--- config.mk ---
export PLATFORM = sky130hd
export DESIGN_NAME = kipc_top
export DESIGN_NICKNAME = d
export VERILOG_FILES = /design/src/common/kipc_pkg.sv /design/src/core/kipc_dyn_timer.sv /design/src/core/kipc_top.sv
export SDC_FILE = /design/constraint.sdc
export NUM_CORES = 1
export LEC_CHECK = 0
export BUFFER_PORTS_ARGS = -buffer_cell sky130_fd_sc_hd__buf_4
export CORE_MARGIN = 2
export CORE_UTILIZATION = 30
export CTS_CLUSTER_DIAMETER = 200
export CTS_CLUSTER_SIZE = 10
export DETAILED_ROUTE_END_ITERATION = 16
export GPL_TIMING_DRIVEN = 1
export PLACE_DENSITY = 0.57
export RECOVER_POWER = 100
export SYNTH_ARGS = -nofsm -noshare
export SYNTH_HDL_FRONTEND = slang
export SYNTH_SLANG_ARGS = --single-unit
--- constraint.sdc ---
create_clock -name clk -period 4.7 [get_ports clk]
set_input_delay 0.94 -clock clk [delete_from_list [all_inputs] [get_ports clk]]
set_output_delay 0.94 -clock clk [all_outputs]
set_load 0.05 [all_outputs]
--- src/common/kipc_pkg.sv ---
package kipc_pkg;

    // ------------------------------------------------------------
    // Sizes
    // ------------------------------------------------------------
    localparam int NUM_KEYS = 14;
    localparam int DATA_W = 8;
    localparam int ADDR_W = 32;
    localparam int CNT_W = 11;

    // ------------------------------------------------------------
    // Register map (byte addresses)
    // ------------------------------------------------------------
    localparam logic [31:0] ADDR_SETUP_BASE = 32'hFFFF_F360;
    localparam logic [31:0] ADDR_SETUP_LAST = 32'hFFFF_F36D;
    localparam logic [31:0] ADDR_CTRL = 32'hFFFF_F371;
    localparam logic [31:0] ADDR_STATUS = 32'hFFFF_F372;
    localparam logic [31:0] ADDR_LSCTRL = 32'hFFFF_F373;

    // ------------------------------------------------------------
    // Field positions and reset values
    // ------------------------------------------------------------
    localparam int SETUP_EN_BIT = 0;
    localparam int SETUP_COND_LSB = 4;
    localparam logic [7:0] SETUP_RESET = 8'h20;
    localparam logic [7:0] SETUP_WMASK = 8'h31;
    localparam logic [7:0] CTRL_RESET = 8'h00;
    localparam int LSCTRL_RUN_BIT = 0;
    localparam logic [7:0] LSCTRL_RESET = 8'h01;
    localparam int STAT_WINDOW_BIT = 0;
    localparam int STAT_DYN_BIT = 1;
    localparam int STAT_LEVEL_BIT = 2;
    localparam int STAT_LSRUN_BIT = 3;
    localparam logic [7:0] READ_UNMAPPED = 8'h00;

    // ------------------------------------------------------------
    // Timing
    // ------------------------------------------------------------
    localparam int CLK_HZ = 40_000_000;
    localparam int LOW_SPEED_HZ = 32_768;
    localparam int LS_DIV = CLK_HZ / LOW_SPEED_HZ;
    localparam logic [10:0] LS_DIV_LAST = 11'(LS_DIV - 1);
    localparam logic [CNT_W-1:0] WIN_CYC_0 = 11'h004;
    localparam logic [CNT_W-1:0] WIN_CYC_1 = 11'h008;
    localparam logic [CNT_W-1:0] WIN_CYC_2 = 11'h010;
    localparam logic [CNT_W-1:0] WIN_CYC_3 = 11'h020;
    localparam logic [CNT_W-1:0] INT_CYC_0 = 11'h080;
    localparam logic [CNT_W-1:0] INT_CYC_1 = 11'h100;
    localparam logic [CNT_W-1:0] INT_CYC_2 = 11'h200;
    localparam logic [CNT_W-1:0] INT_CYC_3 = 11'h400;

    // ------------------------------------------------------------
    // Types
    // ------------------------------------------------------------
    typedef struct packed {
        logic [1:0] reserved;
        logic [1:0] intervalSel;
        logic [1:0] windowSel;
        logic dynSel;
        logic pullEn;
    } kipc_ctrl_s;

    typedef enum logic [1:0] {
        COND_LOW = 2'h0,
        COND_HIGH = 2'h1,
        COND_FALL = 2'h2,
        COND_RISE = 2'h3
    } kipc_cond_e;

    typedef enum logic [2:0] {
        DYN_IDLE = 3'h1,
        DYN_WINDOW = 3'h2,
        DYN_GAP = 3'h4
    } kipc_dyn_e;

    // ------------------------------------------------------------
    // Timing decode
    // ------------------------------------------------------------
    function automatic logic [CNT_W-1:0] windowCycles(input logic [1:0] sel);
        case (sel)
            2'h0: windowCycles = WIN_CYC_0;
            2'h1: windowCycles = WIN_CYC_1;
            2'h2: windowCycles = WIN_CYC_2;
            default: windowCycles = WIN_CYC_3;
        endcase
    endfunction

    function automatic logic [CNT_W-1:0] intervalCycles(input logic [1:0] sel);
        case (sel)
            2'h0: intervalCycles = INT_CYC_0;
            2'h1: intervalCycles = INT_CYC_1;
            2'h2: intervalCycles = INT_CYC_2;
            default: intervalCycles = INT_CYC_3;
        endcase
    endfunction

endpackage

--- src/core/kipc_dyn_timer.sv ---
`timescale 1ns/10ps
module kipc_dyn_timer
    import kipc_pkg::*;
(
    input wire logic clk,
    input wire logic sys_rst,
    input wire logic run,
    input wire logic lsTick,
    input wire logic [1:0] windowSel,
    input wire logic [1:0] intervalSel,
    output logic windowOn,
    output logic samplePulse
);

    // ------------------------------------------------------------
    // Period decode
    // ------------------------------------------------------------
    kipc_dyn_e state_q;
    kipc_dyn_e state_d;
    logic [CNT_W-1:0] cnt_q;
    logic [CNT_W-1:0] cnt_d;
    logic samplePulse_d;
    wire logic [CNT_W-1:0] winLen = windowCycles(windowSel);
    wire logic [CNT_W-1:0] intLen = intervalCycles(intervalSel);
    wire logic [CNT_W-1:0] cntNext = cnt_q + 11'h001;
    wire logic atIntervalEnd = (cntNext == intLen);
    wire logic atWindowEnd = (cntNext == winLen);
    // Sample at the tick that opens the last fs cycle of the window
    wire logic atSamplePoint = (cntNext == winLen - 11'h001);

    // ------------------------------------------------------------
    // Window and interval sequencing
    // ------------------------------------------------------------
    always_comb begin
        state_d = state_q;
        cnt_d = cnt_q;
        samplePulse_d = 1'b0;
        case (state_q)
            DYN_IDLE: begin
                cnt_d = '0;
                if (run) begin
                    state_d = DYN_WINDOW;
                end
            end
            DYN_WINDOW: begin
                if (!run) begin
                    state_d = DYN_IDLE;
                end else if (lsTick) begin
                    cnt_d = cntNext;
                    samplePulse_d = atSamplePoint;
                    if (atWindowEnd) begin
                        state_d = DYN_GAP;
                    end
                end
            end
            DYN_GAP: begin
                if (!run) begin
                    state_d = DYN_IDLE;
                end else if (lsTick) begin
                    cnt_d = cntNext;
                    if (atIntervalEnd) begin
                        cnt_d = '0;
                        state_d = DYN_WINDOW;
                    end
                end
            end
            default: begin
                state_d = DYN_IDLE;
                cnt_d = '0;
            end
        endcase
    end

    always_ff @(posedge clk or posedge sys_rst) begin
        if (sys_rst) begin
            state_q <= DYN_IDLE;
            cnt_q <= '0;
            samplePulse <= 1'b0;
        end else begin
            state_q <= state_d;
            cnt_q <= cnt_d;
            samplePulse <= samplePulse_d;
        end
    end

    assign windowOn = (state_q == DYN_WINDOW);

endmodule

--- src/core/kipc_top.sv ---
`timescale 1ns/10ps
// Functional notes
// - Pull-up enable set pulls up all enabled key inputs together as one group.
// - A key with its input enable clear is never pulled up.
// - Dynamic select clear holds pull-ups on; set pulses them in windows.
// - Window code 00/01/10/11 gives 4/8/16/32 low-speed clock cycles.
// - Interval code 00/01/10/11 gives 128/256/512/1024 low-speed clock cycles.
// - Dynamic mode samples one fs cycle before window end; edges only.
module kipc_top
    import kipc_pkg::*;
(
    input wire logic clk,
    input wire logic sys_rst,
    input wire logic [ADDR_W-1:0] regAddr,
    input wire logic [DATA_W-1:0] regWrData,
    input wire logic regWr,
    input wire logic regRd,
    output logic [DATA_W-1:0] regRdData,
    input wire logic [NUM_KEYS-1:0] keyIn,
    output logic [NUM_KEYS-1:0] keyPullupEn,
    output logic [NUM_KEYS-1:0] keySampled,
    output logic keySampleStrobe,
    output logic levelCondConflict
);

    // ------------------------------------------------------------
    // Register state
    // ------------------------------------------------------------
    kipc_ctrl_s ctrl_q;
    logic [DATA_W-1:0] setup_q [NUM_KEYS];
    logic lsRun_q;
    logic [DATA_W-1:0] regRdData_d;

    // ------------------------------------------------------------
    // Address decode
    // ------------------------------------------------------------
    wire logic hitCtrl = (regAddr == ADDR_CTRL);
    wire logic hitStatus = (regAddr == ADDR_STATUS);
    wire logic hitLsCtrl = (regAddr == ADDR_LSCTRL);
    wire logic hitSetup = (regAddr >= ADDR_SETUP_BASE) && (regAddr <= ADDR_SETUP_LAST);
    wire logic [31:0] setupOffset = regAddr - ADDR_SETUP_BASE;
    wire logic [3:0] setupIdx = setupOffset[3:0];
    wire logic wrCtrl = regWr && hitCtrl;
    wire logic wrLsCtrl = regWr && hitLsCtrl;
    wire logic wrSetup = regWr && hitSetup;

    // ------------------------------------------------------------
    // Field views
    // ------------------------------------------------------------
    logic [NUM_KEYS-1:0] keyEnable;
    logic [NUM_KEYS-1:0] keyLevelCond;
    wire logic dynMode = ctrl_q.pullEn && ctrl_q.dynSel;

    always_comb begin
        for (int i = 0; i < NUM_KEYS; i++) begin
            keyEnable[i] = setup_q[i][SETUP_EN_BIT];
            // Codes 00 and 01 are level conditions
            keyLevelCond[i] = !setup_q[i][SETUP_COND_LSB + 1];
        end
    end

    // ------------------------------------------------------------
    // Control register
    // ------------------------------------------------------------
    always_ff @(posedge clk or posedge sys_rst) begin
        if (sys_rst) begin
            ctrl_q <= kipc_ctrl_s'(CTRL_RESET);
        end else if (wrCtrl) begin
            ctrl_q <= kipc_ctrl_s'(regWrData);
        end
    end

    // ------------------------------------------------------------
    // Low-speed clock run control
    // ------------------------------------------------------------
    // Stopping fs freezes the dynamic window; keys then go undetected
    always_ff @(posedge clk or posedge sys_rst) begin
        if (sys_rst) begin
            lsRun_q <= LSCTRL_RESET[LSCTRL_RUN_BIT];
        end else if (wrLsCtrl) begin
            lsRun_q <= regWrData[LSCTRL_RUN_BIT];
        end
    end

    // ------------------------------------------------------------
    // Per-key setup registers
    // ------------------------------------------------------------
    // Only the enable and condition fields are stored; the rest read zero
    always_ff @(posedge clk or posedge sys_rst) begin
        if (sys_rst) begin
            for (int i = 0; i < NUM_KEYS; i++) begin
                setup_q[i] <= SETUP_RESET;
            end
        end else if (wrSetup) begin
            setup_q[setupIdx] <= regWrData & SETUP_WMASK;
        end
    end

    // ------------------------------------------------------------
    // Low-speed clock divider
    // ------------------------------------------------------------
    logic [10:0] lsDiv_q;
    logic lsTick_q;
    wire logic lsDivWrap = (lsDiv_q == LS_DIV_LAST);

    always_ff @(posedge clk or posedge sys_rst) begin
        if (sys_rst) begin
            lsDiv_q <= '0;
            lsTick_q <= 1'b0;
        end else if (!lsRun_q) begin
            lsDiv_q <= '0;
            lsTick_q <= 1'b0;
        end else begin
            lsDiv_q <= lsDivWrap ? 11'h000 : lsDiv_q + 11'h001;
            lsTick_q <= lsDivWrap;
        end
    end

    // ------------------------------------------------------------
    // Dynamic pull-up generator
    // ------------------------------------------------------------
    logic windowOn;
    logic samplePulse;

    kipc_dyn_timer u_dyn_timer (
        .clk(clk),
        .sys_rst(sys_rst),
        .run(dynMode),
        .lsTick(lsTick_q),
        .windowSel(ctrl_q.windowSel),
        .intervalSel(ctrl_q.intervalSel),
        .windowOn(windowOn),
        .samplePulse(samplePulse)
    );

    // ------------------------------------------------------------
    // Pull-up drive
    // ------------------------------------------------------------
    // Static mode pulls up continuously; dynamic only inside the window
    wire logic pullPhase = !ctrl_q.dynSel || windowOn;
    wire logic groupPull = ctrl_q.pullEn && pullPhase;
    wire logic [NUM_KEYS-1:0] pullup_d = {NUM_KEYS{groupPull}} & keyEnable;

    always_ff @(posedge clk or posedge sys_rst) begin
        if (sys_rst) begin
            keyPullupEn <= '0;
        end else begin
            keyPullupEn <= pullup_d;
        end
    end

    // ------------------------------------------------------------
    // Key sampling
    // ------------------------------------------------------------
    // Static and no-pull modes monitor every cycle; dynamic only at the
    // sample point, since outside the window the pin may float
    wire logic sampleNow = dynMode ? samplePulse : 1'b1;

    always_ff @(posedge clk or posedge sys_rst) begin
        if (sys_rst) begin
            keySampled <= '0;
            keySampleStrobe <= 1'b0;
        end else begin
            keySampleStrobe <= sampleNow;
            if (sampleNow) begin
                keySampled <= keyIn & keyEnable;
            end
        end
    end

    // ------------------------------------------------------------
    // Level-condition check
    // ------------------------------------------------------------
    // Dynamic mode handles edges only; flag any enabled level condition
    wire logic levelConflict_d = dynMode && |(keyLevelCond & keyEnable);

    always_ff @(posedge clk or posedge sys_rst) begin
        if (sys_rst) begin
            levelCondConflict <= 1'b0;
        end else begin
            levelCondConflict <= levelConflict_d;
        end
    end

    // ------------------------------------------------------------
    // Read path
    // ------------------------------------------------------------
    wire logic [DATA_W-1:0] statusWord = {
        4'h0,
        lsRun_q,
        levelConflict_d,
        dynMode,
        windowOn
    };

    always_comb begin
        regRdData_d = READ_UNMAPPED;
        if (hitCtrl) begin
            regRdData_d = ctrl_q;
        end else if (hitStatus) begin
            regRdData_d = statusWord;
        end else if (hitLsCtrl) begin
            regRdData_d = {7'h00, lsRun_q};
        end else if (hitSetup) begin
            regRdData_d = setup_q[setupIdx];
        end
    end

    // Data stand only in the cycle after the strobe
    always_ff @(posedge clk or posedge sys_rst) begin
        if (sys_rst) begin
            regRdData <= '0;
        end else if (regRd) begin
            regRdData <= regRdData_d;
        end else begin
            regRdData <= '0;
        end
    end

endmodule

* After elaboration in Yosys (flattened, before gate mapping)
Cells that the tools add are included.
** Operators by class
- Muxes and demuxes :: 34
- Bitwise gates (word level) :: 4
- Add/sub/neg operators :: 4
- $lt $le $gt $ge :: 4
- Reduce and logical (&&, ||, !) cells :: 29
- Eq/ne operators :: 23
** Operator list (number)
- $bwmux 112 :: 1
- $eq 32x32->1 const B :: 3
- $mux 11 :: 7
- $mux 8 :: 8
- $and 14x14->14 :: 3
- $pmux 11 s3 :: 1
- $bmux 8 s4 :: 1
- $demux 8 s4 :: 1
- $ge 32x32->1 const B :: 1
- $le 32x32->1 const B :: 1
- $add 11x1->11 const B :: 2
- $eq 11x11->1 :: 2
- $pmux 11 s2 :: 1
- $mux 3 :: 7
- $pmux 6 s3 :: 1
- $logic_not 1->1 :: 15
- $reduce_or 14->1 :: 1
- $eq 11x11->1 const B :: 1
- $eq 11x6->1 :: 1
- $ne 2x2->1 const B :: 5
- $pmux 3 s3 :: 1
- $logic_and 1x1->1 :: 8
- $sub 6x1->7 const B :: 1
- $ne 3x2->1 const B :: 2
- other kinds (15) :: 23
** Word-level totals
- Output and inout port bits :: 38
- Logic and storage cells :: 128
- Bits in registers :: 186

* Longest topological paths before layout
- Depth after elaboration :: 10
- Gate-level depth with buffers :: 8

* Hierarchy
From an unflattened synthesis, not the netlist that was laid out.
** Unflattened totals
- Cell total of the unflattened synthesis :: 571
- Area, all modules :: 6099.6 sq um
** By module, submodules not included
- kipc_top :: area each 4636.9 sq um, instances 1, sequential area each 2546.2 sq um, cells an instance 381
- kipc_dyn_timer :: area each 1462.7 sq um, instances 1, sequential area each 376.6 sq um, cells an instance 190

* Worst setup path after synthesis
No wires, ideal clock.
- Path type :: input to register
- Start point :: input regAddr[10]
- End point :: register setup_q (netlist bit keyEnable[4])
- Path buffers :: 0
- Library setup time :: 125 ps
- Arrival time :: 2808 ps
- Slack :: 1767 ps
- Cell stages on the path :: 6
- Path through :: nand4bb_1 > or4_1 > nor3_2 > nand4b_1 > nor3_1 > mux2_2
** On the way
- Longest elaborated chain between the ends :: 3
- Elaborated cells on any way between the ends :: 4
- Those cells by class :: order compare: 2; reduce/logical: 2
** Ends and longest elaborated chain
- start, declared :: line kipc_top.sv:14 : input wire logic [ADDR_W-1:0] regAddr,
- $ge 32x32->1 / $le 32x32->1 (equally long branches) :: line kipc_top.sv:40 : wire logic hitSetup = (regAddr >= ADDR_SETUP_BASE) && (regAddr <= ADDR_SETUP_LAST);
- $logic_and 1x1->1 * :: line kipc_top.sv:40
- $logic_and 1x1->1 * :: line kipc_top.sv:45 : wire logic wrSetup = regWr && hitSetup;
- end signal, assigned by index :: line kipc_top.sv:95 : setup_q[setupIdx] <= regWrData & SETUP_WMASK;
- end, declared :: line kipc_top.sv:30 : logic [DATA_W-1:0] setup_q [NUM_KEYS];
Mark *: on every way between the ends. The rest lies on a longest branch, timed or not.
A chain may end at the register's enable or synchronous reset.

* Worst setup path in the final report
- Start point :: register u_dyn_timer.cnt_q[0]
- End point :: register u_dyn_timer.cnt_q[8]
** On the way
- Longest elaborated chain between the ends :: 6
- Elaborated cells on any way between the ends :: 8
- Those cells by class :: add/sub: 1; eq/ne: 1; mux: 6
** Ends and longest elaborated chain
- start, declared :: line kipc_dyn_timer.sv:20 : logic [CNT_W-1:0] cnt_q;
- start signal, assigned :: line kipc_dyn_timer.sv:81 : cnt_q <= cnt_d;
- $add 11x1->11 * :: line kipc_dyn_timer.sv:25 : wire logic [CNT_W-1:0] cntNext = cnt_q + 11'h001;
- $eq 11x11->1 :: line kipc_dyn_timer.sv:26 : wire logic atIntervalEnd = (cntNext == intLen);
- $mux 11 :: line kipc_dyn_timer.sv:61 : if (atIntervalEnd) begin
- $mux 11 :: line kipc_dyn_timer.sv:59 : end else if (lsTick) begin
- $mux 11 :: line kipc_dyn_timer.sv:57 : if (!run) begin
- $pmux 11 s2 * :: line kipc_dyn_timer.sv:38 : case (state_q)
Mark *: on every way between the ends. The rest lies on a longest branch, timed or not. The select of a mux whose other input is x is not followed.

==> impl_results.rst <==
.. list-table::
   :header-rows: 1

   * - Metric
     - Value
   * - Maximum buffer depth of the clock tree
     - 2
   * - Setup crit end kind
     - flip-flop
   * - Count of buffers from port buffering
     - 95
   * - Width of the die
     - 146 um
   * - Clock sink count
     - 116
   * - Setup-violating endpoint count in the final report
     - 0
   * - Asr flop ratio synth
     - 1.00
   * - DRC viols
     - 0
   * - Highest ir drop seen on vdd
     - 0.301 mV
   * - H-Tree Level Count
     - 4
   * - Final core utilization
     - 0.373
   * - Wire length of the first global-routing pass
     - 26500 um
   * - Actual slew at the worst max-slew pin
     - 2350 ps
   * - Min-delay worst type
     - reg -> reg
   * - Antenna diode count
     - 0
   * - Critical Path, Cell by Cell
     - ha_1, nand4_1, or4_1, a2111oi_0, nor4_2, o41ai_4, o32ai_1
   * - Total wirelength of the detailed-routed design
     - 16300 um
   * - Initial antenna violation count
     - 0
   * - Yosys cell types
     - 60
   * - RSZ-0062 raised after global routing
     - false
   * - Net count after synthesis
     - 632
   * - Starting Density
     - 0.307
   * - Clock input transition at the sequential cells of the worst setup and hold paths
     - 60 ps
   * - Total CTS buffers
     - 17
   * - Cell area after synthesis
     - 6020 um2
   * - Routed Antenna Nets
     - 0
   * - Fraction of final layout cells with drive strength greater than 1
     - 0.263
   * - Number of buffer and inverter stages on the critical path
     - 0
   * - Synthesis Warnings
     - 0
   * - Post-DR wirelength/cell
     - 17.5 um
   * - Final global-route overflow total
     - 0
   * - Headroom to the max-slew limit
     - -0.577
   * - Reg2reg end
     - u_dyn_timer.cnt_q[8]
   * - Total of hold buffers inserted after clock tree synthesis
     - 0
   * - Post-detailed-route via-to-cell ratio
     - 5.11
   * - Mean post-synth cell area
     - 10.5 um2
   * - Critical path's largest stage delay
     - 850 ps
   * - Number of DRC markers in iteration 0
     - 374
   * - Number of I/O pins
     - 96
   * - Pin count of the biggest net entering global routing
     - 56
   * - CTS tree
     - done
   * - Nets@finish
     - 713
   * - Number of buffers inserted to repair setup after CTS
     - 0
   * - DP Wirelength
     - 11800 um
   * - Vias in the first global route
     - 5021
   * - Core Footprint
     - 19600 um2
   * - Register bit total from synthesis
     - 116
   * - Total of cells resized after clock tree synthesis
     - 0
   * - Areal power density over the cells
     - 310 nW/um2
   * - Total via count after detailed routing
     - 4753
   * - Min-Delay Endpoint
     - keySampled[12]
   * - Die Span Y
     - 146 um
   * - Maximum clock rate
     - 265 MHz
   * - Floorplan die area
     - 21200 um2
   * - Shortest period the worst path allows
     - 3770 ps
   * - Prevailing post-synth register cell
     - sky130_fd_sc_hd__dfrtp_1
   * - Clock tree skew after final layout
     - 8.58 ps
   * - Hold path cells
     - 2
   * - Critical hold path startpoint
     - keySampled[12]
   * - Largest fanout on the critical path
     - 10
   * - Worst Path Class, Setup
     - reg -> reg
   * - Count of final hold-check violations
     - 0
   * - Total negative setup slack
     - 0 ps
   * - Gpl congestion
     - 0.850
   * - Slowest CP cell
     - sky130_fd_sc_hd__a2111oi_0
   * - Lkg Pwr
     - 3.07 nW
   * - First-pass iteration count of the detailed router
     - 6
   * - Worst R2R Start
     - u_dyn_timer.cnt_q[0]
   * - Gate family responsible for the most delay along the worst path
     - compound AO/OA/AOI/OAI gates
   * - Final count of pins violating max slew
     - 111
   * - Failing checks
     - capacitance limit, slew limit
   * - Number of enable flip-flop cells after synthesis
     - 0
   * - Total of max-cap violations
     - 3
   * - Root Buffer
     - sky130_fd_sc_hd__clkbuf_16
   * - Period utilization
     - 0.803
   * - Arr. time, crit path
     - 4030 ps
   * - Dpl cells
     - 898
   * - Count of placed standard cells in the final layout, fillers left out
     - 930
   * - Placement Rows
     - 51
   * - CP required
     - 4960 ps
   * - Clock insertion delay at the later pin of the skew report
     - 420 ps
   * - Run status
     - complete, but fails checks
   * - Type of origin of the critical path
     - flip-flop
   * - Start point of the critical path
     - u_dyn_timer.cnt_q[0]
   * - Register area share after synthesis
     - 0.485
   * - Number of instances in the synthesized netlist
     - 571
   * - Layout area overhead
     - 21.3%
   * - R2r setup slk
     - 930 ps
   * - Gr usage total
     - 0.157
   * - Worst-case hold slack
     - 481 ps
   * - R2R cell count
     - 7
[Yosys cell counts (all sizes together) (12+ instances only)]
master | n | area share
nand3 | 19 | 0.017
dfstp | 16 | 0.070
clkbuf | 25 | 0.016
buf | 12 | 0.0098
nor3 | 20 | 0.017
inv | 25 | 0.016
o21ai | 23 | 0.019
nand2 | 52 | 0.032
and3 | 22 | 0.023
mux4 | 12 | 0.045
nor2 | 44 | 0.027
dfrtp | 100 | 0.42
mux2 | 52 | 0.097
[layout by cell type, fill, tap and decap left out, drive strengths merged, types with 6 or more instances in the layout]
cell type,instances
o31ai,7
xor2,10
mux4,12
dfstp,16
clkinv,8
nand2,52
and3,22
o21ai,23
nand4,7
a31oi,8
a21oi,10
clkbuf,61
nor3,20
dfrtp,100
nor4,11
mux2,52
xnor2,9
o22ai,6
buf,56
nand2b,7
nor2,44
nand3,19
inv,27
[power breakdown]
part	total, W	internal [W]	switching (W)	leakage (nW)
Clock	0.00117	0.000689	0.000484	0.263
Sequential	0.00100	0.00100	0.00000000000476	1.56
Combinational	0.0000918	0.0000394	0.0000525	1.25
[kinds of logic (layout without fill, tap and decap cells)]
kind of cell	count (synthesis)	after routing	synth area share
flops	116	116	0.485
fa+ha+maj	3	3	0.00623
buf+inv	62	156	0.0409
compound gates	92	92	0.110
simple gates	210	210	0.180
xor+xnor	19	19	0.0276
mux	69	69	0.150
[state kept, by name, summed over array words and instances, names as in the netlist]
signal                   count
keyEnable                   14
u_dyn_timer.samplePulse      1
levelCondConflict            1
keySampleStrobe              1
lsRun_q                      1
lsDiv_q                     11
u_dyn_timer.cnt_q           11
u_dyn_timer.state_q          3
keyPullupEn                 14
setup_q                     28
ctrl_q                       8
lsTick_q                     1
keySampled                  14
regRdData                    8
[worst reg2reg max path, stage by stage (launching register included)]
cell and delay (ps):
sky130_fd_sc_hd__dfrtp_1 530, sky130_fd_sc_hd__ha_1 410, sky130_fd_sc_hd__nand4_1 300, sky130_fd_sc_hd__or4_1 490, sky130_fd_sc_hd__a2111oi_0 850, sky130_fd_sc_hd__nor4_2 100
sky130_fd_sc_hd__o41ai_4 760, sky130_fd_sc_hd__o32ai_1 180
[how the worst max path moves through the flow]
stage	endpoint	cells after the start	slack, ps
after CTS	u_dyn_timer.cnt_q[8]	7	1320
after detailed placement	keyEnable[0]	7	1290
after floorplan	ctrl_q[0]	1	710
after global placement	setup_q[108]	7	1320
after global routing	keyEnable[12]	3	600
final	u_dyn_timer.cnt_q[8]	7	930
[per-layer routing]
| metal | GRT usage | vias to the layer above | share of wire |
|---|---|---|---|
| li1 | - | 2237 | - |
| met1 | 0.190 | 2389 | 0.42 |
| met2 | 0.275 | 107 | 0.52 |
| met3 | 0.0408 | 20 | 0.044 |
| met4 | 0.0475 | 0 | 0.016 |
| met5 | 0 | - | 0 |
[layout make-up]
cell class | instances | area [um2]
fill | 2006 | 12300
sequential | 116 | 2920
multi-input combinational | 393 | 2830
timing repair buffer | 99 | 586
clock buffer | 18 | 439
tap | 265 | 332
clock inverter | 14 | 104
inverter | 25 | 95.1
[stage by stage]
stage / total power (W) / setup WS (ps) / cell area [um2]
3_3_place_gp: 0.00111 / 1320 / 6950
5_1_grt: 0.00234 / 598 / 7310
4_1_cts: 0.00229 / 1320 / 7490
2_1_floorplan: 0.00106 / 714 / 6020
6_report: 0.00227 / 928 / 7310
3_5_place_dp: 0.00111 / 1290 / 6950
No activity file was read; power rests on OpenSTA's default activity.
